## src/inc/paof_consts.svh

```systemverilog
// Constants for the port alternate function override block
`ifndef PAOF_CONSTS_SVH
`define PAOF_CONSTS_SVH

// ==========================================================================
// Port geometry
`define PAOF_PIN_COUNT      6
`define PAOF_PIN0           0
`define PAOF_PIN1           1
`define PAOF_PIN2           2
`define PAOF_PIN3           3
`define PAOF_PIN4           4
`define PAOF_PIN5           5

// ==========================================================================
// Fuse encoding: a programmed fuse reads as this level
`define PAOF_FUSE_PROGRAMMED 1'h0

// ==========================================================================
// Reset value of the top pin mode register
`define PAOF_PIN5_MODE_RST  paof_pkg::PAOF_PIN5_RESET_INPUT

`endif

```

## src/inc/paof_pkg.sv

```systemverilog
// Types shared by the port alternate function override block
package paof_pkg;

	// ======================================================================
	// Role of the top pin, chosen from the fuses
	typedef enum logic [1:0] {
		PAOF_PIN5_RESET_INPUT,
		PAOF_PIN5_DEBUG_LINK,
		PAOF_PIN5_GENERAL_IO
	} paof_pin5_mode_t;

endpackage

```

## src/hdl/paof_port_override.sv

```systemverilog
// Alternate function override and pad control for the six-bit port
`timescale 1ns/1ps
`include "paof_consts.svh"

module paof_port_override #(
	parameter int PIN_COUNT = `PAOF_PIN_COUNT	// Pins in the port
) (
	input  wire logic                 clk,                            // System clock
	input  wire logic                 rst_n,                          // Async reset, low
	input  wire logic [PIN_COUNT-1:0] port_value,                     // Port output value bits
	input  wire logic [PIN_COUNT-1:0] port_dir,                       // Port direction bits
	input  wire logic                 pullup_disable,                 // Global pull-up disable
	input  wire logic                 sleep_input_disable,            // Sleep gates inputs
	input  wire logic                 reset_disable_fuse,             // Low when programmed
	input  wire logic                 debug_link_enable_fuse,         // Low when programmed
	input  wire logic                 lock_bits_unprogrammed,         // Locks all open
	input  wire logic                 clock_output_fuse,              // Low when programmed
	input  wire logic                 divided_clock_out,              // Divided system clock
	input  wire logic                 debug_link_transmit_low,        // Debug link pulls low
	input  wire logic                 oscillator_output_pin_used,     // Pin 4 is oscillator
	input  wire logic                 oscillator_input_pin_used,      // Pin 3 is oscillator
	input  wire logic                 spi_enable,                     // SPI active
	input  wire logic                 spi_master,                     // SPI is master
	input  wire logic                 three_wire_mode_active,         // Three-wire serial
	input  wire logic                 three_wire_serial_out,          // Serial data out
	input  wire logic                 two_wire_mode_active,           // Two-wire serial
	input  wire logic                 two_wire_clock_hold,            // Hold clock low
	input  wire logic                 two_wire_data_out,              // Data line release
	input  wire logic                 two_wire_clock_toggle,          // Toggle clock port bit
	input  wire logic                 analog_reference_pin,           // Pin 0 is reference
	input  wire logic                 timer0_compare_a_en,            // Compare A drives pin 0
	input  wire logic                 timer0_compare_a_out,           // Compare A waveform
	input  wire logic                 timer0_compare_b_en,            // Compare B drives pin 1
	input  wire logic                 timer0_compare_b_out,           // Compare B waveform
	input  wire logic                 timer1_compare_a_en,            // Timer1 A on pins 1, 0
	input  wire logic                 timer1_compare_a_out,           // Timer1 A waveform
	input  wire logic                 timer1_compare_b_en,            // Timer1 B on pins 4, 3
	input  wire logic                 timer1_compare_b_out,           // Timer1 B waveform
	input  wire logic [PIN_COUNT-1:0] pin_change_mask,                // Per-pin change mask
	input  wire logic                 pin_change_enable,              // Pin change enable
	input  wire logic                 analog_ch0_digital_disable,     // Pin 5 analog
	input  wire logic                 analog_ch1_digital_disable,     // Pin 2 analog
	input  wire logic                 analog_ch2_digital_disable,     // Pin 4 analog
	input  wire logic                 analog_ch3_digital_disable,     // Pin 3 analog
	input  wire logic                 comparator_neg_digital_disable, // Pin 1 analog
	input  wire logic                 comparator_pos_digital_disable, // Pin 0 analog
	input  wire logic                 serial_start_interrupt_enable,  // Start detector on
	output logic      [PIN_COUNT-1:0] pad_pullup_en,                  // Pull-up per pad
	output logic      [PIN_COUNT-1:0] pad_out,                        // Driven value per pad
	output logic      [PIN_COUNT-1:0] pad_oe,                         // Driver enable per pad
	output logic      [PIN_COUNT-1:0] pad_input_en,                   // Input path enable
	output logic      [PIN_COUNT-1:0] port_toggle_request,            // Invert port bit
	output logic                      external_reset_active           // Pin 5 is reset input
);

	// ======================================================================
	// Override signals, one bit per pin
	logic [PIN_COUNT-1:0] pullup_override_enable;      // Pull-up taken over
	logic [PIN_COUNT-1:0] pullup_override_value;       // Pull-up forced level
	logic [PIN_COUNT-1:0] direction_override_enable;   // Driver enable taken over
	logic [PIN_COUNT-1:0] direction_override_value;    // Forced driver enable
	logic [PIN_COUNT-1:0] port_value_override_enable;  // Output value taken over
	logic [PIN_COUNT-1:0] port_value_override_value;   // Forced output value
	logic [PIN_COUNT-1:0] port_toggle_override_enable; // Port bit inversion
	logic [PIN_COUNT-1:0] input_enable_override_enable; // Input path taken over
	logic [PIN_COUNT-1:0] input_enable_override_value;  // Forced input enable

	// ======================================================================
	// Fuse terms and top pin mode
	logic                      reset_disable_prog;    // Reset disable fuse programmed
	logic                      debug_enable_prog;     // Debug fuse programmed
	logic                      clock_output_prog;     // Clock output fuse programmed
	paof_pkg::paof_pin5_mode_t pin5_mode_reg;         // Registered pin 5 role
	paof_pkg::paof_pin5_mode_t pin5_mode_next;        // Next pin 5 role
	logic                      spi_slave_active;      // SPI on as slave
	logic                      spi_master_active;     // SPI on as master
	logic                      pin_change_on;         // Pin change source armed

	// Fuses read zero when programmed, so each term compares against that level
	assign reset_disable_prog = (reset_disable_fuse == `PAOF_FUSE_PROGRAMMED);
	assign debug_enable_prog  = (debug_link_enable_fuse == `PAOF_FUSE_PROGRAMMED);
	assign clock_output_prog  = (clock_output_fuse == `PAOF_FUSE_PROGRAMMED);
	assign spi_slave_active   = spi_enable & ~spi_master;
	assign spi_master_active  = spi_enable & spi_master;
	assign pin_change_on      = pin_change_enable;

	// ======================================================================
	// Pin 5 role selection
	// Fuses are static straps; registering them keeps a glitch on the fuse
	// read path from briefly turning the reset pin into an output. During
	// reset the pin stays a reset input, which is what a held reset needs.
	always_comb begin
		// Debug link wins over the reset disable fuse
		if (debug_enable_prog && lock_bits_unprogrammed) begin
			pin5_mode_next = paof_pkg::PAOF_PIN5_DEBUG_LINK;
		end else if (reset_disable_prog) begin
			pin5_mode_next = paof_pkg::PAOF_PIN5_GENERAL_IO;
		end else begin
			pin5_mode_next = paof_pkg::PAOF_PIN5_RESET_INPUT;
		end
	end

	// Register the pin 5 role
	always_ff @(posedge clk or negedge rst_n) begin
		if (!rst_n) begin
			pin5_mode_reg <= `PAOF_PIN5_MODE_RST;
		end else begin
			pin5_mode_reg <= pin5_mode_next;
		end
	end

	assign external_reset_active = (pin5_mode_reg == paof_pkg::PAOF_PIN5_RESET_INPUT);

	// ======================================================================
	// Override equations per pin
	always_comb begin
		// Defaults: no override anywhere
		pullup_override_enable       = '0;
		pullup_override_value        = '0;
		direction_override_enable    = '0;
		direction_override_value     = '0;
		port_value_override_enable   = '0;
		port_value_override_value    = '0;
		port_toggle_override_enable  = '0;
		input_enable_override_enable = '0;
		input_enable_override_value  = '0;

		// ---- Pin 5: reset, debug link or general I/O
		unique case (pin5_mode_reg)
			paof_pkg::PAOF_PIN5_RESET_INPUT: begin
				// Reset pin: pull-up on, driver and input off
				pullup_override_enable[`PAOF_PIN5]       = 1'b1;
				pullup_override_value[`PAOF_PIN5]        = 1'b1;
				direction_override_enable[`PAOF_PIN5]    = 1'b1;
				direction_override_value[`PAOF_PIN5]     = 1'b0;
				input_enable_override_enable[`PAOF_PIN5] = 1'b1;
				input_enable_override_value[`PAOF_PIN5]  = 1'b0;
			end
			paof_pkg::PAOF_PIN5_DEBUG_LINK: begin
				// Open drain: only ever drives zero, pull-up gives the high
				pullup_override_enable[`PAOF_PIN5]       = 1'b1;
				pullup_override_value[`PAOF_PIN5]        = 1'b1;
				direction_override_enable[`PAOF_PIN5]    = 1'b1;
				direction_override_value[`PAOF_PIN5]     = debug_link_transmit_low;
				port_value_override_enable[`PAOF_PIN5]   = 1'b1;
				port_value_override_value[`PAOF_PIN5]    = 1'b0;
				input_enable_override_enable[`PAOF_PIN5] = 1'b1;
				input_enable_override_value[`PAOF_PIN5]  = 1'b1;
			end
			paof_pkg::PAOF_PIN5_GENERAL_IO: begin
				// Plain I/O with analog and pin change sharing the input
				input_enable_override_enable[`PAOF_PIN5] =
					(pin_change_mask[`PAOF_PIN5] & pin_change_on) | analog_ch0_digital_disable;
				input_enable_override_value[`PAOF_PIN5]  = analog_ch0_digital_disable;
			end
		endcase

		// ---- Pin 4: oscillator, clock out, timer1 B, analog
		input_enable_override_enable[`PAOF_PIN4] =
			(pin_change_mask[`PAOF_PIN4] & pin_change_on) | analog_ch2_digital_disable;
		input_enable_override_value[`PAOF_PIN4]  = analog_ch2_digital_disable;
		if (oscillator_output_pin_used) begin
			// Oscillator owns the pad; every port path is cut
			pullup_override_enable[`PAOF_PIN4]       = 1'b1;
			direction_override_enable[`PAOF_PIN4]    = 1'b1;
			input_enable_override_enable[`PAOF_PIN4] = 1'b1;
			input_enable_override_value[`PAOF_PIN4]  = 1'b0;
		end else if (clock_output_prog) begin
			// Not gated by rst_n, so the clock keeps running during reset
			direction_override_enable[`PAOF_PIN4]  = 1'b1;
			direction_override_value[`PAOF_PIN4]   = 1'b1;
			port_value_override_enable[`PAOF_PIN4] = 1'b1;
			port_value_override_value[`PAOF_PIN4]  = divided_clock_out;
		end else if (timer1_compare_b_en) begin
			// Waveform only reaches the pad when the direction bit is set
			port_value_override_enable[`PAOF_PIN4] = 1'b1;
			port_value_override_value[`PAOF_PIN4]  = timer1_compare_b_out;
		end

		// ---- Pin 3: oscillator input, inverted timer1 B, analog
		input_enable_override_enable[`PAOF_PIN3] =
			(pin_change_mask[`PAOF_PIN3] & pin_change_on) | analog_ch3_digital_disable;
		input_enable_override_value[`PAOF_PIN3]  = analog_ch3_digital_disable;
		if (oscillator_input_pin_used) begin
			// Same isolation as the oscillator output pin
			pullup_override_enable[`PAOF_PIN3]       = 1'b1;
			direction_override_enable[`PAOF_PIN3]    = 1'b1;
			input_enable_override_enable[`PAOF_PIN3] = 1'b1;
			input_enable_override_value[`PAOF_PIN3]  = 1'b0;
		end else if (timer1_compare_b_en) begin
			port_value_override_enable[`PAOF_PIN3] = 1'b1;
			port_value_override_value[`PAOF_PIN3]  = ~timer1_compare_b_out;
		end

		// ---- Pin 2: SPI clock, two-wire clock, analog, start detector
		input_enable_override_enable[`PAOF_PIN2] =
			(pin_change_mask[`PAOF_PIN2] & pin_change_on) | analog_ch1_digital_disable
			| serial_start_interrupt_enable;
		input_enable_override_value[`PAOF_PIN2]  = analog_ch1_digital_disable;
		port_toggle_override_enable[`PAOF_PIN2]  = two_wire_clock_toggle;
		if (two_wire_mode_active) begin
			// Open drain: pull low on hold or port bit zero, else release
			pullup_override_enable[`PAOF_PIN2]     = 1'b1;
			direction_override_enable[`PAOF_PIN2]  = 1'b1;
			direction_override_value[`PAOF_PIN2]   =
				port_dir[`PAOF_PIN2] & (two_wire_clock_hold | ~port_value[`PAOF_PIN2]);
			port_value_override_enable[`PAOF_PIN2] = port_dir[`PAOF_PIN2];
			port_value_override_value[`PAOF_PIN2]  = 1'b0;
		end else if (spi_slave_active) begin
			// Forced input; the port bit still selects the pull-up
			direction_override_enable[`PAOF_PIN2] = 1'b1;
			pullup_override_enable[`PAOF_PIN2]    = 1'b1;
			pullup_override_value[`PAOF_PIN2]     =
				port_value[`PAOF_PIN2] & ~pullup_disable;
		end

		// ---- Pin 1: SPI MISO, three-wire out, timer outputs, comparator
		input_enable_override_enable[`PAOF_PIN1] =
			(pin_change_mask[`PAOF_PIN1] & pin_change_on)
			| comparator_neg_digital_disable;
		input_enable_override_value[`PAOF_PIN1]  = comparator_neg_digital_disable;
		// Waveform sources share the value path; the direction bit gates them
		port_value_override_enable[`PAOF_PIN1] = timer0_compare_b_en | timer1_compare_a_en
			| three_wire_mode_active;
		if (timer0_compare_b_en) begin
			port_value_override_value[`PAOF_PIN1] = timer0_compare_b_out;
		end else if (timer1_compare_a_en) begin
			port_value_override_value[`PAOF_PIN1] = timer1_compare_a_out;
		end else begin
			port_value_override_value[`PAOF_PIN1] = three_wire_serial_out;
		end
		if (spi_master_active) begin
			direction_override_enable[`PAOF_PIN1] = 1'b1;
			pullup_override_enable[`PAOF_PIN1]    = 1'b1;
			pullup_override_value[`PAOF_PIN1]     =
				port_value[`PAOF_PIN1] & ~pullup_disable;
		end

		// ---- Pin 0: SPI MOSI, two-wire data, reference, timer outputs
		input_enable_override_enable[`PAOF_PIN0] =
			(pin_change_mask[`PAOF_PIN0] & pin_change_on) | comparator_pos_digital_disable
			| serial_start_interrupt_enable;
		input_enable_override_value[`PAOF_PIN0]  = comparator_pos_digital_disable;
		// Three-wire input needs no override: software leaves the pin an input
		if (analog_reference_pin) begin
			// Reference voltage must never see a pull-up or a driver
			pullup_override_enable[`PAOF_PIN0]    = 1'b1;
			direction_override_enable[`PAOF_PIN0] = 1'b1;
		end else if (two_wire_mode_active) begin
			pullup_override_enable[`PAOF_PIN0]     = 1'b1;
			direction_override_enable[`PAOF_PIN0]  = 1'b1;
			direction_override_value[`PAOF_PIN0]   =
				port_dir[`PAOF_PIN0] & (~two_wire_data_out | ~port_value[`PAOF_PIN0]);
			port_value_override_enable[`PAOF_PIN0] = port_dir[`PAOF_PIN0];
			port_value_override_value[`PAOF_PIN0]  = 1'b0;
		end else if (spi_slave_active) begin
			direction_override_enable[`PAOF_PIN0] = 1'b1;
			pullup_override_enable[`PAOF_PIN0]    = 1'b1;
			pullup_override_value[`PAOF_PIN0]     =
				port_value[`PAOF_PIN0] & ~pullup_disable;
		end else if (timer0_compare_a_en) begin
			port_value_override_enable[`PAOF_PIN0] = 1'b1;
			port_value_override_value[`PAOF_PIN0]  = timer0_compare_a_out;
		end else if (timer1_compare_a_en) begin
			port_value_override_enable[`PAOF_PIN0] = 1'b1;
			port_value_override_value[`PAOF_PIN0]  = ~timer1_compare_a_out;
		end
	end

	// ======================================================================
	// Pad resolution, same for every pin
	// Kept combinational: the clock-out path has to keep toggling in reset,
	// which a reset flip-flop in front of the pad would stop.
	for (genvar i = 0; i < PIN_COUNT; i++) begin : g_pad
		// Pull-up: override, else input pin with port bit set and no disable
		always_comb begin
			if (pullup_override_enable[i]) begin
				pad_pullup_en[i] = pullup_override_value[i];
			end else begin
				pad_pullup_en[i] = ~port_dir[i] & port_value[i] & ~pullup_disable;
			end
		end

		// Driver enable: override, else direction bit
		always_comb begin
			if (direction_override_enable[i]) begin
				pad_oe[i] = direction_override_value[i];
			end else begin
				pad_oe[i] = port_dir[i];
			end
		end

		// Output value: override, else port bit
		always_comb begin
			if (port_value_override_enable[i]) begin
				pad_out[i] = port_value_override_value[i];
			end else begin
				pad_out[i] = port_value[i];
			end
		end

		// Input enable: override, else normal or sleep state
		always_comb begin
			if (input_enable_override_enable[i]) begin
				pad_input_en[i] = input_enable_override_value[i];
			end else begin
				pad_input_en[i] = ~sleep_input_disable;
			end
		end
	end

	// Toggle requests go back to the port register, which inverts its bit
	assign port_toggle_request = port_toggle_override_enable;

endmodule // paof_port_override

```

## config.mk

```make
export PLATFORM = sky130hd
export DESIGN_NAME = paof_port_override
export DESIGN_NICKNAME = d
export VERILOG_FILES = /design/src/inc/paof_pkg.sv /design/src/hdl/paof_port_override.sv
export VERILOG_INCLUDE_DIRS = /design/src /design/src/inc
export SDC_FILE = /design/constraint.sdc
export NUM_CORES = 1
export LEC_CHECK = 0
export BUFFER_PORTS_ARGS = -buffer_cell sky130_fd_sc_hd__buf_2
export CORE_UTILIZATION = 25
export DETAILED_ROUTE_END_ITERATION = 6
export PLACE_DENSITY = 0.87
export REMOVE_ABC_BUFFERS = 1
export SETUP_SLACK_MARGIN = 0.2
export SYNTH_ARGS = -nofsm -noshare
export SYNTH_HDL_FRONTEND = slang
export SYNTH_SLANG_ARGS = --single-unit
```

## constraint.sdc

```tcl
create_clock -name clk -period 1 [get_ports clk]
set_input_delay 0.05 -clock clk [delete_from_list [all_inputs] [get_ports clk]]
set_output_delay 0.05 -clock clk [all_outputs]
set_load 0.05 [all_outputs]
```

Word level (Yosys, flattened, before mapping)
Cells that the tools add are included.
W data, S select, Z words.
{"block": "word_totals", "reg_bits": 2, "word_cells": 133, "inputBits": 55}
{"block": "op_classes", "bitwise": 52, "eq_ne": 2, "n_reduce_logical": 3, "mux": 75}
{"cell": "$mux W1", "count": 71}
{"cell": "$and A1 B1 Y1", "count": 25}
{"cell": "$not A1 Y1", "count": 15}
{"cell": "$or A1 B1 Y1", "count": 12}
{"cell": "$mux W2", "count": 2}
{"cell": "$pmux W1 S3", "count": 1}
{"cell": "$eq A2 B1 Y1 const B", "count": 1}
{"cell": "$eq A2 B2 Y1 const B", "count": 1}
{"cell": "$logic_not A2 Y1", "count": 1}
{"cell": "$pmux W1 S2", "count": 1}
{"cell": "$reduce_or A2 Y1", "count": 1}
{"cell": "$logic_and A1 B1 Y1", "count": 1}

Logic depth before layout (Yosys ltp)
Gate-level depths: netlist of the first run.
{"block": "depth", "depth_word": 7, "mapped_depth": 5, "mapped_depth_nobuf": 5}

Worst setup path after synthesis of the first run
No wires, ideal clock.
{"block": "synth_path", "path_type": "register to output", "start": "register pin5_mode_reg[0]", "end": "output port pad_input_en[5]", "setup_slack_ns": -1.052, "t_required_ns": 0.950, "arrival_time_ns": 2.002, "path_stages_with_launch": 5, "n_path_buf": 0, "cell_sequence": "dfrtp_1 inv_1 ha_1 a21bo_1 o32ai_1"}
{"block": "synth_between", "elab_chain_len": 4, "elab_cells_between_ends": 7}
{"element": "from (decl)", "line_no": "paof_port_override.sv:73", "source": "paof_pkg::paof_pin5_mode_t pin5_mode_reg;"}
{"element": "from (signal assigned)", "line_no": "paof_port_override.sv:106", "source": "pin5_mode_reg <= `PAOF_PIN5_MODE_RST;"}
{"element": "from (signal assigned)", "line_no": "paof_port_override.sv:108", "source": "pin5_mode_reg <= pin5_mode_next;"}
{"element": "$eq A2 B1 Y1 / $logic_not A2 Y1 (equally long branches)", "line_no": "paof_port_override.sv:129", "source": "unique case (pin5_mode_reg)"}
{"element": "$reduce_or A2 Y1 (no source line)"}
{"element": "$pmux W1 S2", "line_no": "paof_port_override.sv:129"}
{"element": "$mux W1 (*)", "line_no": "paof_port_override.sv:304", "source": "if (input_enable_override_enable[i]) begin"}
{"element": "to (decl)", "line_no": "paof_port_override.sv:51", "source": "output logic [PIN_COUNT-1:0] pad_input_en,"}
Mark *: on every way between the ends. The rest lies on a longest branch, timed or not.

Worst setup path in the final report of the first run
Ends and elaborated chain as after synthesis.

==> results.cfg, run 1 <==
[global_route]
grt_pass1_vias = 752
antenna_found_initial = 0
grt_pass1_wl_um = 2900
grt_max_degree = 7
overflow = 0
track_usage = 0.187

[layout]
final_area_um2 = 1360
fin_cells = 198
diodes = 0
nNetsFinal = 231
drive_above_1_share = 0.678
finalCoreUtilization = 0.695
areaGrowthSynthToFinish_pct = 160
largest_reg_flops = 2

[worst_hold_path]
worstHoldPathCells = 2
hp-class = in -> reg

[detailed_routing]
final_antenna_net_count = 0
dr.pass1.iters = 4
routed-via-count = 935
drc = 0
drt_iter0_markers = 2
wl_per_cell_um = 12.0
viasPerCell = 4.72
wirelength_um = 2370

[logic_synthesis]
synth-seq-cells = 2
yosys_warnings = 0
synth-async-reset-ratio = 1.00
synthFlopType = dfrtp_1
synth_area_um2 = 524
synth_enable_flop_cells = 0
ys_seq_area_frac = 0.0955
synth.distinct_cells = 35
postSynthCellCount = 79
avgSynthCellArea_um2 = 6.64

[timing]
hold_viol = 0
drv_slew = 0
setup_viol = 5
layout_min_cycle_time_ns = 1.54
fin_ws_ns = -0.543
post-route-period-util = 1.54
rsz0062_at_grt = true
fmax_mhz = 648

[floorplanning]
io_pins = 86
initial_core_util = 0.267
die_width_um = 47.8
rows = 16
die_area_um2 = 2280
fp.dieH_um = 47.8
core_area_um2 = 1960

[power_and_ir_drop]
power.leakage_nw = 0.706
peakVddDrop_v = 0.000718
pwr_density_cell_nw_per_um2 = 809
pwr-share-clk = 0.170
p_sw_frac = 0.492
pwr-share-comb = 0.748
switchingPower_mw = 0.543
internal_power_mw = 0.560
seqPwrFrac = 0.082

[setup_path]
crit_path_max_incr_delay_ns = 0.38
crit_path_cell_trace = inv_2 -> ha_4 -> a21bo_4 -> o32ai_2 -> buf_6
slowest_stage = dfrtp_1
cp.required_ns = 0.95
cp-end-kind = output pin
crit_type = reg -> out
start_kind = flip-flop
cp.arrival_ns = 1.49
crit_fanout = 2

[clock_network]
cts_buffers = 3
path_clk_slew_ns = 0.03
cts_tree = built
cts.htree.levels = 1
clock_path_buffers = 2
cts_root_buf = clkbuf_4
numClockSinks = 2

[flow_run]
max_cap_violations = 0

[placed_design]
gp_congestion = 0.674
dp_slack_ns = -0.410
io_buffers = 78
hpwl_um = 1490
dp_cells = 188
placement.cell_area_um2 = 963

[outcome]
violations = setup timing
status = finished with violations
## logic make-up after synthesis
logic type / share of synthesized area
fa+ha+maj: 0.0716
flops: 0.0955
compound gates: 0.296
other cells: 0.00715
buf+inv: 0.136
simple gates: 0.353
mux: 0.0406
## cells in the mapped netlist, types with 2 or more instances
library cell / n / area [µm²]
nor2b_1: 4 / 25.0
dfrtp_1: 2 / 50.1
o21ai_0: 2 / 10.0
a21oi_1: 7 / 35.0
nor2_1: 10 / 37.5
inv_1: 7 / 26.3
ha_1: 3 / 37.5
buf_4: 6 / 45.0
a21o_1: 2 / 15.0
nand3_1: 2 / 10.0
nand3b_1: 2 / 15.0
nand2_1: 7 / 26.3
nor3b_1: 3 / 22.5
## what timing repair did
item	CTS	global route
hold buffers	3	0
gates resized for setup	56	29
setup endpoints to repair	16	20
pin swaps	9	14
buffers inserted	3	1
endpoints found under the hold margin	4	0
## stage by stage
step                      total power, mW  TNS (ns)  hold slack (ns)
after floorplan                     0.489     -5.72           -0.246
after global placement              0.701     -1.01           -0.164
after detailed placement            0.708     -1.21           -0.159
after CTS                            1.05     -2.04           0.0890
after global routing                 1.18     -2.35           0.0771
final                                1.10     -2.03           0.0931
## cell type report
cell class              count  area (µm²)
flip-flops and latches      2        50.0
repair buffers             91         662
clock buffers               3        22.5
fillers                   175         599
multi-input cells          68         568
inverters                   7        26.3
well taps                  27        33.8
## placed cells by master, fill, tap and decap left out, drive strengths merged, types with 3 or more instances in the layout
master        n
buf          86
nor2         10
nand2         7
inv           7
a21oi         7
conb          5
clkbuf        5
nor2b         4
ha            3
dlygate4sd3   3
nor3b         3
o21ai         3
## final timing paths
check	startpoint	end	slack, ns
worst max-delay path	pin5_mode_reg[0]	pad_input_en[5]	-0.54
worst min-delay path	lock_bits_unprogrammed	pin5_mode_reg[0]	0.09
max in group asynchronous	rst_n	pin5_mode_reg[0]	0.76
min in group asynchronous	rst_n	pin5_mode_reg[1]	0.13
## critical path: cells and delay by family (launching register included)
| kind | cells | cell delay, ns |
|---|---|---|
| AOI/OAI and AO/OA | 2 | 0.47 |
| adders and majority gates | 1 | 0.13 |
| buffers and inverters | 2 | 0.28 |
| DFF | 1 | 0.38 |
## metal layers
layer  vias up  global-route usage  share of wire
met5         -                   0              0
met4         0               0.100         0.0089
met3         2              0.0415          0.049
met2        50               0.354           0.58
met1       427               0.187           0.36
li1        456                   -              -
## power groups by stage
stage                     logic, mW  clock network (mW)  registers, mW
after floorplan               0.400                   0         0.0890
after global placement        0.612                   0         0.0890
after detailed placement      0.618                   0         0.0896
after CTS                     0.755               0.206         0.0910
after global routing          0.876               0.213         0.0916
final                         0.825               0.187         0.0909
Power figures use the tool's default switching activity.
==> inputs of run 2 (changes only) <==
- SETUP_SLACK_MARGIN: 0.2 -> 0.02
==> run 2 against run 1 <==
The run still ends with setup timing left. Utilization shrank 9.3 points. Cell area shrank 13%. Clock power is essentially flat. Die area is the same. Worst hold slack gained 0.0070 ns. Worst setup slack gained 0.0016 ns. Wire length shrank 15%. Power shrank 9.0%. Critical path depth is the same. Non-clock buffer count shrank 1. Final cell count shrank 0.51%. Sequential share of layout area grew 0.57 points. Critical endpoint unchanged. Highest routed layer is now met3.
==> results.cfg, run 2 (synthesis results as in run 1) <==
[floorplanning]
die_area_um2 = 2280
die_width_um = 47.8
rows = 16
io_pins = 86
core_area_um2 = 1960
initial_core_util = 0.267
fp.dieH_um = 47.8

[power_and_ir_drop]
pwr-share-clk = 0.186
internal_power_mw = 0.492
switchingPower_mw = 0.511
peakVddDrop_v = 0.000768
pwr-share-comb = 0.723
seqPwrFrac = 0.091
power.leakage_nw = 0.652
p_sw_frac = 0.510
pwr_density_cell_nw_per_um2 = 850

[layout]
final_common_cell = buf_2
drive_above_1_share = 0.624
multiInputGateArea_um2 = 507
fillers = 200
fin_cells = 197
nNetsFinal = 230
layout_common_cells = buf_2 (69), buf_4 (11), nor2_1 (8)
final_area_um2 = 1180
final-seq-area_um2 = 50.0
areaGrowthSynthToFinish_pct = 125
diodes = 0
largest_reg_flops = 2

[clock_network]
numClockSinks = 2
cts_root_buf = clkbuf_4
clock_path_buffers = 2
path_clk_slew_ns = 0.03
cts.htree.levels = 1
cts_buffers = 3
cts_tree = built

[timing]
drv_slew = 0
holdWs_ns = 0.100
rsz0062_at_grt = true
fin_ws_ns = -0.541
fmax_mhz = 649
post-route-period-util = 1.54
setup_viol = 5
setup_tns_ns = -1.93
hold_viol = 0
layout_min_cycle_time_ns = 1.54

[detailed_routing]
drc = 0
routed-via-count = 905
top_layer = met3
drt-met1-wl_um = 793
wirelength_um = 2010
drt_iter0_markers = 4
wl_per_cell_um = 10.2
dr_wl_met3_um = 111
wl_met2_um = 1110
dr.pass1.iters = 2
viasPerCell = 4.59
final_antenna_net_count = 0

[setup_path]
crit_type = reg -> out
cp.arrival_ns = 1.49
start_kind = flip-flop
cp.required_ns = 0.95
cp-end-kind = output pin
crit_path_start = pin5_mode_reg[0]
crit_fanout = 2

[global_route]
grt_pass1_vias = 658
grt_pass1_wl_um = 2590
overflow = 0
antenna_found_initial = 0
grt_max_degree = 8
track_usage = 0.168

[placed_design]
hpwl_um = 1490
dp_cells = 188
placement.cell_area_um2 = 963
dp_slack_ns = -0.410
gp_congestion = 0.674
io_buffers = 78

[outcome]
violations = setup timing
status = finished with violations

[worst_hold_path]
worstHoldPathCells = 0
hp-class = in -> out
min-delay-start = two_wire_clock_toggle
worstHoldEndpoint = port_toggle_request[2]

[flow_run]
max_cap_violations = 0
run 2: changes by cell type in the layout (fill, tap and decap cells not counted), sizes merged:
cell / previous run / this run
clkbuf: 5 / 3
buf: 86 / 87
run 2: how the worst max path moves through the flow:
stage / slack [ns] / to
2_1_floorplan: -1.05 / pad_input_en[5]
3_3_place_gp: -0.37 / pad_input_en[5]
3_5_place_dp: -0.41 / pad_input_en[5]
4_1_cts: -0.58 / pad_input_en[5]
5_1_grt: -0.60 / pad_input_en[5]
6_report: -0.54 / pad_input_en[5]
run 2: layout make-up:
cell class	instances	area share
clock buffers	3	0.0191
inverters	7	0.0223
multi-input cells	68	0.429
flip-flops and latches	2	0.0424
well taps	27	0.0286
repair buffers	90	0.458
run 2: worst max-delay path, cell delays in order (launching register included):
cell and delay (ns):
dfrtp_1 0.38, inv_2 0.08, ha_4 0.13, a21bo_4 0.22, o32ai_2 0.24, buf_6 0.20
run 2: routing by layer:
| layer | global-route usage | vias to the layer above |
|---|---|---|
| li1 | - | 454 |
| met1 | 0.182 | 405 |
| met2 | 0.295 | 46 |
| met3 | 0.0415 | 0 |
| met4 | 0.100 | 0 |
| met5 | 0 | - |
run 2: per-stage QoR:
step	total power [mW]	utilization
detailed placement	0.708	0.491
CTS	0.996	0.577
floorplan	0.489	-
finish	1.00	0.601
global placement	0.701	0.491
global route	1.08	0.601
run 2: power groups by stage:
| stage | logic, mW | clock network, mW | registers (mW) |
|---|---|---|---|
| floorplan | 0.400 | 0 | 0.0890 |
| global placement | 0.612 | 0 | 0.0890 |
| detailed placement | 0.618 | 0 | 0.0896 |
| CTS | 0.699 | 0.206 | 0.0910 |
| global route | 0.780 | 0.213 | 0.0915 |
| finish | 0.725 | 0.187 | 0.0911 |
run 2: timing repair:
item                       in CTS  in global routing
pin swaps                       6                  5
hold buffers                    3                  0
buffers inserted                2                  2
hold endpoints to repair        4                  0
gates resized for setup        28                 11
setup endpoints to repair       7                  9
